<file path="src/logic/tpmc_consts.svh">
// Named constants for the tape panel motion control block
`ifndef TPMC_CONSTS_SVH
`define TPMC_CONSTS_SVH

`define TPMC_CLK_PERIOD_NS 10
`define TPMC_DEBOUNCE_US 2000
`define TPMC_SEARCH_FT 25
`define TPMC_PULSES_PER_FT 100

`define TPMC_REG_CMD 12'h000
`define TPMC_REG_STATUS 12'h004
`define TPMC_REG_TRAVEL 12'h008

`define TPMC_CMD_DENS_LSB 0
`define TPMC_CMD_DENS_MSB 1
`define TPMC_CMD_UNIT_LSB 2
`define TPMC_CMD_UNIT_MSB 4
`define TPMC_CMD_GO_FWD 8
`define TPMC_CMD_GO_REV 9
`define TPMC_CMD_GO_REWIND 10
`define TPMC_CMD_STOP 11

`define TPMC_DENS_NONE 2'h0
`define TPMC_DENS_200 2'h1
`define TPMC_DENS_556 2'h2
`define TPMC_DENS_800 2'h3

`define TPMC_UNIT_LAST 4'h7
`define TPMC_TRAVEL_W 16

`endif

</file>
<file path="src/logic/tpmc_pkg.sv">
// Types shared by the tape panel motion control files
`include "tpmc_consts.svh"

package tpmc_pkg;

    typedef enum logic [2:0] {
        TPMC_IDLE,
        TPMC_SEARCH_FWD,
        TPMC_SEARCH_REV,
        TPMC_REWIND,
        TPMC_FWD,
        TPMC_REV
    } tpmc_motion_t;

    typedef struct packed {
        logic local_press;
        logic remote_press;
        logic load_point_press;
        logic rewind_press;
        logic forward_press;
        logic reverse_press;
    } tpmc_press_t;

    typedef struct packed {
        logic motor_fwd;
        logic motor_rev;
        logic motor_rewind;
        logic vacuum_release;
        logic lamp_local;
        logic lamp_remote;
        logic lamp_load_point;
        logic lamp_rewind;
        logic lamp_forward;
        logic lamp_reverse;
        logic [2:0] lamp_density;
        logic lamp_write_enable;
        logic end_marker_lamp;
        logic unit_selected;
    } tpmc_out_t;

    typedef struct packed {
        tpmc_motion_t motion;
        logic remote;
        logic [1:0] density;
        logic [2:0] unit_addr;
        logic [`TPMC_TRAVEL_W-1:0] travel_cnt;
        logic travel_prev;
        tpmc_out_t out;
        logic pready;
        logic pslverr;
        logic [31:0] prdata;
    } tpmc_state_t;

    typedef struct packed {
        logic sync1;
        logic sync2;
        logic stable;
        logic [19:0] cnt;
        logic press;
    } tpmc_deb_state_t;

endpackage : tpmc_pkg

</file>
<file path="src/logic/tpmc_debounce.sv">
// Button synchroniser, debouncer and press pulse generator
module tpmc_debounce import tpmc_pkg::*; #(
    parameter logic [19:0] STABLE_CYCLES = 20'h30d40
) (
    input wire logic pclk,
    input wire logic presetn,
    input wire logic raw,
    output logic press
);

    tpmc_deb_state_t q;
    tpmc_deb_state_t d;

    always_comb begin
        d = q;
        d.sync1 = raw;
        d.sync2 = q.sync1;
        d.press = 1'b0;
        // Contact must hold its new level for the full window
        if (q.sync2 == q.stable) begin
            d.cnt = '0;
        end else if (q.cnt >= STABLE_CYCLES - 20'h1) begin
            d.cnt = '0;
            d.stable = q.sync2;
            d.press = q.sync2;
        end else begin
            d.cnt = q.cnt + 20'h1;
        end
    end

    always_ff @(posedge pclk or negedge presetn) begin
        if (!presetn) begin
            q <= '0;
        end else begin
            q <= d;
        end
    end

    assign press = q.press;

endmodule : tpmc_debounce

</file>
<file path="src/logic/tpmc_top.sv">
// Operator panel, tape motion modes and APB registers of the tape transport
//
// Chosen here: the placing of the registers and the APB register port.
`include "tpmc_consts.svh"

module tpmc_top import tpmc_pkg::*; #(
    parameter int unsigned DEBOUNCE_CYCLES =
        (`TPMC_DEBOUNCE_US * 1000) / `TPMC_CLK_PERIOD_NS,
    parameter int unsigned PULSES_PER_FT = `TPMC_PULSES_PER_FT
) (
    input wire logic pclk,
    input wire logic presetn,
    input wire logic psel,
    input wire logic penable,
    input wire logic pwrite,
    input wire logic [11:0] paddr,
    input wire logic [31:0] pwdata,
    output logic [31:0] prdata,
    output logic pready,
    output logic pslverr,
    input wire logic btn_local,
    input wire logic btn_remote,
    input wire logic btn_load_point,
    input wire logic btn_rewind,
    input wire logic btn_forward,
    input wire logic btn_reverse,
    input wire logic start_marker,
    input wire logic end_marker,
    input wire logic ring_present,
    input wire logic travel_pulse,
    input wire logic [3:0] unit_number_switch,
    output logic motor_fwd,
    output logic motor_rev,
    output logic motor_rewind,
    output logic vacuum_release,
    output logic lamp_local,
    output logic lamp_remote,
    output logic lamp_load_point,
    output logic lamp_rewind,
    output logic lamp_forward,
    output logic lamp_reverse,
    output logic [2:0] lamp_density,
    output logic lamp_write_enable,
    output logic end_marker_lamp,
    output logic unit_selected
);

    localparam logic [`TPMC_TRAVEL_W-1:0] SEARCH_LIMIT =
        `TPMC_TRAVEL_W'(`TPMC_SEARCH_FT * PULSES_PER_FT);
    localparam logic [19:0] DEB_CYCLES = 20'(DEBOUNCE_CYCLES);

    localparam tpmc_state_t TPMC_RST = '{
        motion: TPMC_IDLE,
        remote: 1'b0,
        density: `TPMC_DENS_NONE,
        unit_addr: 3'h0,
        travel_cnt: '0,
        travel_prev: 1'b0,
        out: '{lamp_local: 1'b1, default: 1'b0},
        pready: 1'b0,
        pslverr: 1'b0,
        prdata: 32'h0
    };

    // One-of-eight decode of a three-bit address
    function automatic logic [7:0] tpmc_onehot8(input logic [2:0] a);
        tpmc_onehot8 = 8'h01 << a;
    endfunction : tpmc_onehot8

    // Switch positions above the last unit address select nothing
    function automatic logic tpmc_unit_match(input logic [3:0] sw, input logic [2:0] addr);
        logic [7:0] lines;
        lines = tpmc_onehot8(addr);
        tpmc_unit_match = (sw <= `TPMC_UNIT_LAST) && lines[sw[2:0]];
    endfunction : tpmc_unit_match

    // Lamp drive for the selected density, none when no density given
    function automatic logic [2:0] tpmc_density_lamps(input logic [1:0] dens);
        case (dens)
            `TPMC_DENS_200: tpmc_density_lamps = 3'h1;
            `TPMC_DENS_556: tpmc_density_lamps = 3'h2;
            `TPMC_DENS_800: tpmc_density_lamps = 3'h4;
            default: tpmc_density_lamps = 3'h0;
        endcase
    endfunction : tpmc_density_lamps

    tpmc_press_t press;
    tpmc_state_t q;
    tpmc_state_t d;

    tpmc_debounce #(.STABLE_CYCLES(DEB_CYCLES)) u_deb_local (
        .pclk(pclk), .presetn(presetn), .raw(btn_local), .press(press.local_press)
    );
    tpmc_debounce #(.STABLE_CYCLES(DEB_CYCLES)) u_deb_remote (
        .pclk(pclk), .presetn(presetn), .raw(btn_remote), .press(press.remote_press)
    );
    tpmc_debounce #(.STABLE_CYCLES(DEB_CYCLES)) u_deb_load_point (
        .pclk(pclk), .presetn(presetn), .raw(btn_load_point),
        .press(press.load_point_press)
    );
    tpmc_debounce #(.STABLE_CYCLES(DEB_CYCLES)) u_deb_rewind (
        .pclk(pclk), .presetn(presetn), .raw(btn_rewind), .press(press.rewind_press)
    );
    tpmc_debounce #(.STABLE_CYCLES(DEB_CYCLES)) u_deb_forward (
        .pclk(pclk), .presetn(presetn), .raw(btn_forward), .press(press.forward_press)
    );
    tpmc_debounce #(.STABLE_CYCLES(DEB_CYCLES)) u_deb_reverse (
        .pclk(pclk), .presetn(presetn), .raw(btn_reverse), .press(press.reverse_press)
    );

    always_comb begin
        logic travel_step;
        logic access;
        logic wr_cmd;
        logic go_fwd;
        logic go_rev;
        logic go_rewind;
        logic go_stop;
        logic selected;
        travel_step = 1'b0;
        access = 1'b0;
        wr_cmd = 1'b0;
        go_fwd = 1'b0;
        go_rev = 1'b0;
        go_rewind = 1'b0;
        go_stop = 1'b0;
        selected = 1'b0;

        d = q;
        travel_step = travel_pulse && !q.travel_prev;
        d.travel_prev = travel_pulse;

        // APB: a write acts at the edge where pready is sampled high
        access = psel && penable && q.pready;
        wr_cmd = access && pwrite && (paddr == `TPMC_REG_CMD);
        selected = tpmc_unit_match(unit_number_switch, q.unit_addr);
        if (wr_cmd) begin
            d.density = pwdata[`TPMC_CMD_DENS_MSB:`TPMC_CMD_DENS_LSB];
            d.unit_addr = pwdata[`TPMC_CMD_UNIT_MSB:`TPMC_CMD_UNIT_LSB];
            // Motion orders count only for the selected unit in remote mode
            if (q.remote && selected) begin
                go_fwd = pwdata[`TPMC_CMD_GO_FWD];
                go_rev = pwdata[`TPMC_CMD_GO_REV];
                go_rewind = pwdata[`TPMC_CMD_GO_REWIND];
                go_stop = pwdata[`TPMC_CMD_STOP];
            end
        end

        if ((q.motion == TPMC_SEARCH_FWD) && travel_step
                && (q.travel_cnt != SEARCH_LIMIT)) begin
            d.travel_cnt = q.travel_cnt + `TPMC_TRAVEL_W'(1);
        end

        if (press.local_press) begin
            // Full clear; also the halt out of remote mode
            d.motion = TPMC_IDLE;
            d.remote = 1'b0;
            d.density = `TPMC_DENS_NONE;
            d.unit_addr = 3'h0;
            d.travel_cnt = '0;
            d.out.lamp_load_point = 1'b0;
            d.out.end_marker_lamp = 1'b0;
        end else if (press.remote_press) begin
            d.remote = 1'b1;
            d.motion = TPMC_IDLE;
        end else begin
            case (q.motion)
                TPMC_IDLE: begin
                    if (!q.remote) begin
                        if (press.load_point_press) begin
                            d.motion = TPMC_SEARCH_FWD;
                            d.travel_cnt = '0;
                            d.out.lamp_load_point = 1'b0;
                        end else if (press.rewind_press) begin
                            d.motion = TPMC_REWIND;
                            d.out.end_marker_lamp = 1'b0;
                            d.out.lamp_load_point = 1'b0;
                        end else if (press.forward_press) begin
                            d.motion = TPMC_FWD;
                            d.out.lamp_load_point = 1'b0;
                        end else if (press.reverse_press) begin
                            // Nothing to do when already at the start marker
                            if (!start_marker) begin
                                d.motion = TPMC_REV;
                                d.out.lamp_load_point = 1'b0;
                            end
                        end
                    end else if (go_rewind) begin
                        d.motion = TPMC_REWIND;
                        d.out.end_marker_lamp = 1'b0;
                        d.out.lamp_load_point = 1'b0;
                    end else if (go_fwd) begin
                        d.motion = TPMC_FWD;
                        d.out.lamp_load_point = 1'b0;
                    end else if (go_rev && !start_marker) begin
                        d.motion = TPMC_REV;
                        d.out.lamp_load_point = 1'b0;
                    end
                end
                TPMC_SEARCH_FWD: begin
                    if (start_marker) begin
                        d.motion = TPMC_IDLE;
                        d.out.lamp_load_point = 1'b1;
                    end else if (end_marker) begin
                        d.motion = TPMC_IDLE;
                        d.out.end_marker_lamp = 1'b1;
                    end else if (q.travel_cnt == SEARCH_LIMIT) begin
                        d.motion = TPMC_SEARCH_REV;
                    end
                end
                TPMC_SEARCH_REV: begin
                    if (start_marker) begin
                        d.motion = TPMC_IDLE;
                        d.out.lamp_load_point = 1'b1;
                    end
                end
                TPMC_REWIND: begin
                    if (start_marker) begin
                        d.motion = TPMC_IDLE;
                    end
                end
                TPMC_FWD: begin
                    // Start marker is not looked at here
                    if (end_marker) begin
                        d.motion = TPMC_IDLE;
                        d.out.end_marker_lamp = 1'b1;
                    end
                end
                TPMC_REV: begin
                    if (start_marker) begin
                        d.motion = TPMC_IDLE;
                    end
                end
                default: begin
                    d.motion = TPMC_IDLE;
                end
            endcase
            if (go_stop && (q.motion != TPMC_IDLE)) begin
                d.motion = TPMC_IDLE;
            end
        end

        // A marker seen in the cycle of a halt press still latches its lamp
        if (start_marker && ((q.motion == TPMC_SEARCH_FWD)
                || (q.motion == TPMC_SEARCH_REV))) begin
            d.out.lamp_load_point = 1'b1;
        end
        if (end_marker && ((q.motion == TPMC_FWD) || (q.motion == TPMC_SEARCH_FWD))) begin
            d.out.end_marker_lamp = 1'b1;
        end

        // Outputs follow the next state so they leave straight from flops
        d.out.motor_fwd = (d.motion == TPMC_SEARCH_FWD) || (d.motion == TPMC_FWD);
        d.out.motor_rev = (d.motion == TPMC_SEARCH_REV) || (d.motion == TPMC_REV);
        d.out.motor_rewind = (d.motion == TPMC_REWIND);
        d.out.vacuum_release = (d.motion == TPMC_REWIND);
        d.out.lamp_local = !d.remote;
        d.out.lamp_remote = d.remote;
        d.out.lamp_rewind = (d.motion == TPMC_REWIND);
        d.out.lamp_forward = (d.motion == TPMC_FWD);
        d.out.lamp_reverse = (d.motion == TPMC_REV);
        d.out.lamp_density = d.remote ? tpmc_density_lamps(d.density) : 3'h0;
        d.out.lamp_write_enable = ring_present;
        d.out.unit_selected = tpmc_unit_match(unit_number_switch, d.unit_addr);

        // One wait cycle then pready; read data captured with it
        d.pready = psel && penable && !q.pready;
        d.pslverr = 1'b0;
        if (!d.pready) begin
            d.prdata = 32'h0;
        end else begin
            case (paddr)
                `TPMC_REG_CMD: begin
                    d.prdata = {27'h0, q.unit_addr, q.density};
                end
                `TPMC_REG_STATUS: begin
                    d.prdata = {21'h0, end_marker, start_marker, ring_present,
                                q.out.unit_selected, q.out.end_marker_lamp,
                                q.out.lamp_load_point,
                                (q.motion == TPMC_SEARCH_FWD) || (q.motion == TPMC_SEARCH_REV),
                                q.out.motor_rewind, q.out.motor_rev, q.out.motor_fwd,
                                q.remote};
                end
                `TPMC_REG_TRAVEL: begin
                    d.prdata = {{(32 - `TPMC_TRAVEL_W){1'b0}}, q.travel_cnt};
                end
                default: begin
                    d.prdata = 32'h0;
                    d.pslverr = 1'b1;
                end
            endcase
        end
    end

    always_ff @(posedge pclk or negedge presetn) begin
        if (!presetn) begin
            q <= TPMC_RST;
        end else begin
            q <= d;
        end
    end

    assign prdata = q.prdata;
    assign pready = q.pready;
    assign pslverr = q.pslverr;
    assign motor_fwd = q.out.motor_fwd;
    assign motor_rev = q.out.motor_rev;
    assign motor_rewind = q.out.motor_rewind;
    assign vacuum_release = q.out.vacuum_release;
    assign lamp_local = q.out.lamp_local;
    assign lamp_remote = q.out.lamp_remote;
    assign lamp_load_point = q.out.lamp_load_point;
    assign lamp_rewind = q.out.lamp_rewind;
    assign lamp_forward = q.out.lamp_forward;
    assign lamp_reverse = q.out.lamp_reverse;
    assign lamp_density = q.out.lamp_density;
    assign lamp_write_enable = q.out.lamp_write_enable;
    assign end_marker_lamp = q.out.end_marker_lamp;
    assign unit_selected = q.out.unit_selected;

endmodule : tpmc_top

</file>
<file path="config.mk">
export PLATFORM = sky130hd
export DESIGN_NAME = tpmc_top
export DESIGN_NICKNAME = d
export VERILOG_FILES = /design/src/logic/tpmc_pkg.sv /design/src/logic/tpmc_debounce.sv /design/src/logic/tpmc_top.sv
export VERILOG_INCLUDE_DIRS = /design/src /design/src/logic
export SDC_FILE = /design/constraint.sdc
export NUM_CORES = 1
export LEC_CHECK = 0
export BUFFER_PORTS_ARGS = -buffer_cell sky130_fd_sc_hd__clkbuf_2
export CORE_ASPECT_RATIO = 1.4
export CORE_MARGIN = 2
export CORE_UTILIZATION = 40
export DETAILED_ROUTE_END_ITERATION = 16
export HOLD_SLACK_MARGIN = 0.02
export PLACE_DENSITY = 0.59
export REMOVE_ABC_BUFFERS = 1
export SLEW_MARGIN = 20
export SYNTH_ARGS = -nofsm -noshare
export SYNTH_HDL_FRONTEND = slang
export SYNTH_SLANG_ARGS = --single-unit
</file>
<file path="constraint.sdc">
create_clock -name pclk -period 4.4 [get_ports pclk]
set_input_delay 0.22 -clock pclk [delete_from_list [all_inputs] [get_ports pclk]]
set_output_delay 0.22 -clock pclk [all_outputs]
set_load 0.1 [all_outputs]
</file>
== Word-level counts from Yosys, hierarchy flattened ==
Cells that the tools add are included.

* Flip-flop bits (word level): 217
* Input bits: 63
* Logic and storage cells: 238

* Add/subtract/negate cells: 7
* $lt $le $gt $ge: 8
* Eq/ne operators: 33
* Shift operators: 2
* Muxes and demuxes: 93
* Bitwise gates (word level): 6
* Reductions and logical operators: 39

{| class="wikitable"
|+ Operators by type and width
! kind !! number
|-
| $mux W20 || 12
|-
| $add A20 B1 Y20 const B || 6
|-
| $ge A20 B18 Y1 const B || 6
|-
| $mux W16 || 7
|-
| $mux W3 || 17
|-
| $pmux W16 S3 || 1
|-
| $mux W1 || 47
|-
| $add A16 B1 Y16 const B || 1
|-
| $eq A16 B12 Y1 const B || 1
|-
| $ne A16 B12 Y1 const B || 1
|-
| $shl A1 B3 Y8 const A || 2
|-
| $logic_and A1 B1 Y1 || 15
|-
| $eq A12 B3 Y1 const B || 1
|-
| $eq A12 B4 Y1 const B || 1
|-
| $eq A3 B2 Y1 const B || 4
|-
| $eq A3 B3 Y1 const B || 4
|-
| $logic_not A12 Y1 || 1
|-
| $pmux W3 S4 || 1
|-
| $reduce_and A2 Y1 || 6
|-
| $reduce_and A6 Y1 || 2
|-
| $mux W5 || 2
|-
| $pmux W3 S3 || 1
|-
| $ne A8 B3 Y1 const B || 1
|-
| $ne A8 B4 Y1 const B || 1
|-
| 26 further kinds || 47
|}

== Depth between registers and ports, before layout ==
* Depth after elaboration: 18
* Depth in mapped cells: 9
* Depth with buffers taken out: 8

== Hierarchy ==
From an unflattened synthesis, not the netlist that was laid out.

* Cell total of the unflattened synthesis: 1023
* Area, all modules: 10665.2 um^2

{| class="wikitable"
|+ By module, submodules not included
! module !! instances !! cells each !! area an instance (um^2) !! sequential area each (um^2)
|-
| tpmc_debounce || 6 || 120 || 1273.7 || 600.6
|-
| tpmc_top || 1 || 303 || 3022.9 || 1427.6
|}

== Worst setup path after synthesis ==
No wires, ideal clock.

* Kind: reg-to-reg
* Start: register q, in the netlist pready
* End: register q, in the netlist lamp_density[1]
* Library setup time: 0.101 ns
* Arrival: 2.369 ns
* Slack: 1.930 ns
* Cell stages (with the launch flop): 8
* Buffers on the path: 1
* Cells stage by stage: dfrtp_1 nand2_1 nor4_4 and2_1 buf_2 mux2i_1 nor2_1 nor4_1

{| class="wikitable"
|+ RTL lines
! what !! line !! text
|-
| from (decl) || tpmc_top.sv:88 || <nowiki>tpmc_state_t q;</nowiki>
|-
| from (signal assigned) || tpmc_top.sv:297 || <nowiki>q <= TPMC_RST;</nowiki>
|-
| from (signal assigned) || tpmc_top.sv:299 || <nowiki>q <= d;</nowiki>
|}

==> summary.md <==
| Metric | Value |
|---|---|
| Placed cells | 1,251 |
| Levels on crit path | 6 |
| Die Y | approximately 180 um |
| Combinational power share | approximately 11% |
| Required @ worst endpoint | 4.82 ns |
| Nets | approximately 1,100 |
| Synth Warn # | 0 |
| Final Hold Viols | 0 |
| Pint | ~3.1 mW |
| Mean area per synthesized cell | between 10 and 15 um2 |
| Top FF cell, synth | dfrtp_1 |
| Final setup viols | 0 |
| Hold_ws | slightly below 0.06 ns |
| Achievable Freq | between 400 and 500 MHz |
| Crit-path cells | nand2b_1 -> nor4_1 -> and3_1 -> a41oi_1 -> or2_1 -> a21oi_1 |
| Skew final | around 0.016 ns |
| Share of layout cells above drive strength 1 | 13.0% |
| Area of the multi-input gates | ~3900 um2 |
| Longest Clk Path Bufs | 3 |
| Period utilisation layout | a little under three fifths |
| Hold Crit Depth | 3 |
| First-pass GRT wire length | around 30,000 um |
| Gr ovfl total | 0 |
| RSZ-0062 raised after global routing | false |
| Largest area contributor in the netlist | dfrtp_1 |
| DIE AREA | about 25,000 um2 |
| Outcome | finished clean |
| P_sw | 1.16 mW |
| Clock Tree Root | clkbuf_16 |
| CP max FO | 12 |
| Clock Latency Late Sink | between 0.5 and 0.6 ns |
| Final Max Slew Viols | 0 |
| Leakage | between 4 and 5 nW |
| Post-route minimum period | between 2 and 2.5 ns |
| Path depth of the worst reg2reg path | 6 |
| Startpoint type of the worst setup path | flop |
| CTS Buf Count | 22 |
| CTS tree | yes |
| Post-DP HPWL | roughly 12,000 um |
| Switching Fraction | a little over a quarter |
| Area of the core | ~23,000 um2 |
| Non-Filler Instances | around 1,300 |
| Top cells by area, synth | dfrtp_1 (54%), nor2_1 (7.1%), xnor2_1 (5.7%), xor2_1 (5.7%), buf_4 (3.0%) |
| CP top delay family | simple AND/OR/NAND/NOR gates |
| Crit path DAT | ~2.9 ns |
| Slowest stage delay, CP | 0.68 ns |
| CTS clock-pin slew for the worst setup and hold paths | about 0.06 ns |
| CP endpoint kind | flop |
| GP Congestion | 0.816 |
| Sequential area share after synthesis | 54.0% |
| Post-cts sizing count | 0 |
| Synth-to-Final Area Change | 14.7% |
| Iter 0 DRT Violations | between 300 and 400 |
| Initial antenna violation count | 0 |
| H-tree lvl count | 1 |
| GRT Total Usage | 14.7% |
| Vias in the first global route | about 6,400 |
| IO Port Bufs | 73 |
| Wire length per cell | roughly 13 um |
| Flop pwr share | between 40% and 50% |
| Post-synth top area share | roughly 54% |
| #FFs+latches synth | around 200 |
| FP Rows | 66 |
| WL final | ~18,000 um |
| DRT Pass-1 Iters | 4 |
| Hold Path Class | primary input to flop |
| Cell area after synthesis | a little over 9000 um2 |
| Sum of buffers and inverters on the critical path | 0 |
| Ys async rst share | 100% |
| Clk network pwr share | between 40% and 50% |
| Ant diodes | 0 |
| Max-cap violations | 0 |
| Die Wd | approximately 130 um |
| Final antenna-violating net count | 0 |
| Synth cell types | just under 60 |
| Relative slew margins | approximately 46% |
| Number of synthesized flops with an enable pin | 0 |
| Largest net degree at the start of global routing | between 100 and 150 |
| Sequential cell area | slightly above 5000 um2 |
| Starting density of the core | between 40% and 50% |
| Vias | around 6,400 |
| Crit path kind | flop to flop |
| Syn Inst Count | around 910 |
| Drt drc | 0 |
| Clk sink count | ~200 |
| Power Dens Cells | approximately 400 nW/um2 |
| Ports | between 100 and 150 |
| Max rail drop VDD | roughly 0.23 mV |
| Slowest cell on the critical path | nor4_1 |
| Setup TNS | 0 ns |
| Fillers | roughly 2,200 |
| DR vias/cell | about 4.9 |
| Worst-Margin Slew | ~0.81 ns |
| Finished Core Util | between 40% and 50% |
-- worst paths after layout --
path | from | endpoint | slack [ns]
max | lamp_remote$_DFF_PN0_ | motor_rev$_DFF_PN0_ | 1.94
min | penable | pready$_DFF_PN0_ | 0.06
max reg2reg | lamp_remote$_DFF_PN0_ | motor_rev$_DFF_PN0_ | 1.94
min reg2reg | u_deb_load_point.d[22]$_DFF_PN0_ | u_deb_load_point.q[22]$_DFF_PN0_ | 0.35
max in group asynchronous | presetn | u_deb_forward.q[21]$_DFFE_PN0P_ | 2.99
min in group asynchronous | presetn | u_deb_load_point.q[12]$_DFF_PN0_ | 0.37
-- through the flow --
step                power [mW]  cell area, um2  setup WS [ns]
global placement          2.46            9810           1.91
floorplan                 2.32            9030           1.75
detailed placement        2.47            9810           1.87
global route              4.47           10700           1.70
CTS                       4.36           10700           1.96
finish                    4.28           10700           1.94
-- timing repair --
| item | in CTS | in global routing |
|---|---|---|
| buffers inserted | 0 | 0 |
| hold buffers | 13 | 0 |
| hold endpoints to repair | 112 | 0 |
-- routing by layer --
metal / vias up / wire (um) / track usage (%)
met3: 42 / 610 / 2.15
met5: - / 0 / 0
li1: 3169 / - / -
met2: 113 / 8850 / 26.3
met4: 0 / 478 / 4.99
met1: 3065 / 7660 / 18.2
-- power groups by stage --
stage	clock, mW	combinational (mW)	sequential, mW
finish	1.85	0.478	1.96
global route	1.99	0.519	1.96
detailed placement	0	0.473	1.99
CTS	1.92	0.484	1.96
global placement	0	0.473	1.99
floorplan	0	0.204	2.12
-- cell families (layout without fill, tap and decap cells) --
logic type	after synthesis	after routing	share of synthesized area [%]
xor+xnor	122	122	11.5
simple gates	396	396	20.7
buf+inv	83	148	4.93
compound gates	82	82	6.29
mux	13	13	1.48
flops	201	201	54.0
other cells	1	28	0.0403
fa+ha+maj	8	8	1.07
-- cell type report --
class / count / area share (%)
multi-input cells: 649 / 36.7
repair buffers: 87 / 4.91
flip-flops and latches: 201 / 47.1
clock buffers: 32 / 5.88
inverters: 21 / 0.738
well taps: 306 / 3.58
clock inverters: 8 / 1.05
-- cell usage after synthesis, types with 10 or more instances --
cell / instances
nand4_1: 16
and2_1: 11
clkbuf_1: 21
o21ai_0: 11
nand2_1: 49
nor3_1: 19
a21oi_1: 21
xor2_1: 61
buf_4: 37
inv_1: 20
xnor2_1: 61
dfrtp_1: 200
nor2_1: 175
and3_1: 31
nand3_1: 45
nor4_1: 10
-- cell usage in the layout, fill, tap and decap left out, types with 5 or more instances in the layout --
cell and instances:
clkbuf_8 5, a311o_1 6, o21ai_0 11, xor2_1 61
or3_1 8, inv_1 20, clkbuf_2 72, nand4_1 16
mux2i_1 7, a311oi_1 6, dfrtp_1 200, nor3b_1 8
nor3_1 19, a21oi_1 21, nand2b_1 5, and2_1 11
clkbuf_1 6, ha_1 8, conb_1 28, nor4_1 10
and3_1 31, nand3_1 45, nand2_1 49, dlygate4sd3_1 13
a22oi_1 6, mux2_2 6, a31o_2 8, clkbuf_16 22
nor2_1 175, xnor2_1 61
-- flip-flops by register name, summed over array words and instances (netlist names), 3 cells and up --
signal and count:
lamp_density 3, q 25, u_deb_local.q 22, u_deb_load_point.q 22
prdata 16, u_deb_remote.q 22, u_deb_rewind.q 22, u_deb_forward.q 22
u_deb_reverse.q 22
-- worst min-delay path, cell delays in order --
cell	delay, ns
clkbuf_2	0.08
nand2_1	0.11
nor2_1	0.09
(Power assumes the default switching activity.)
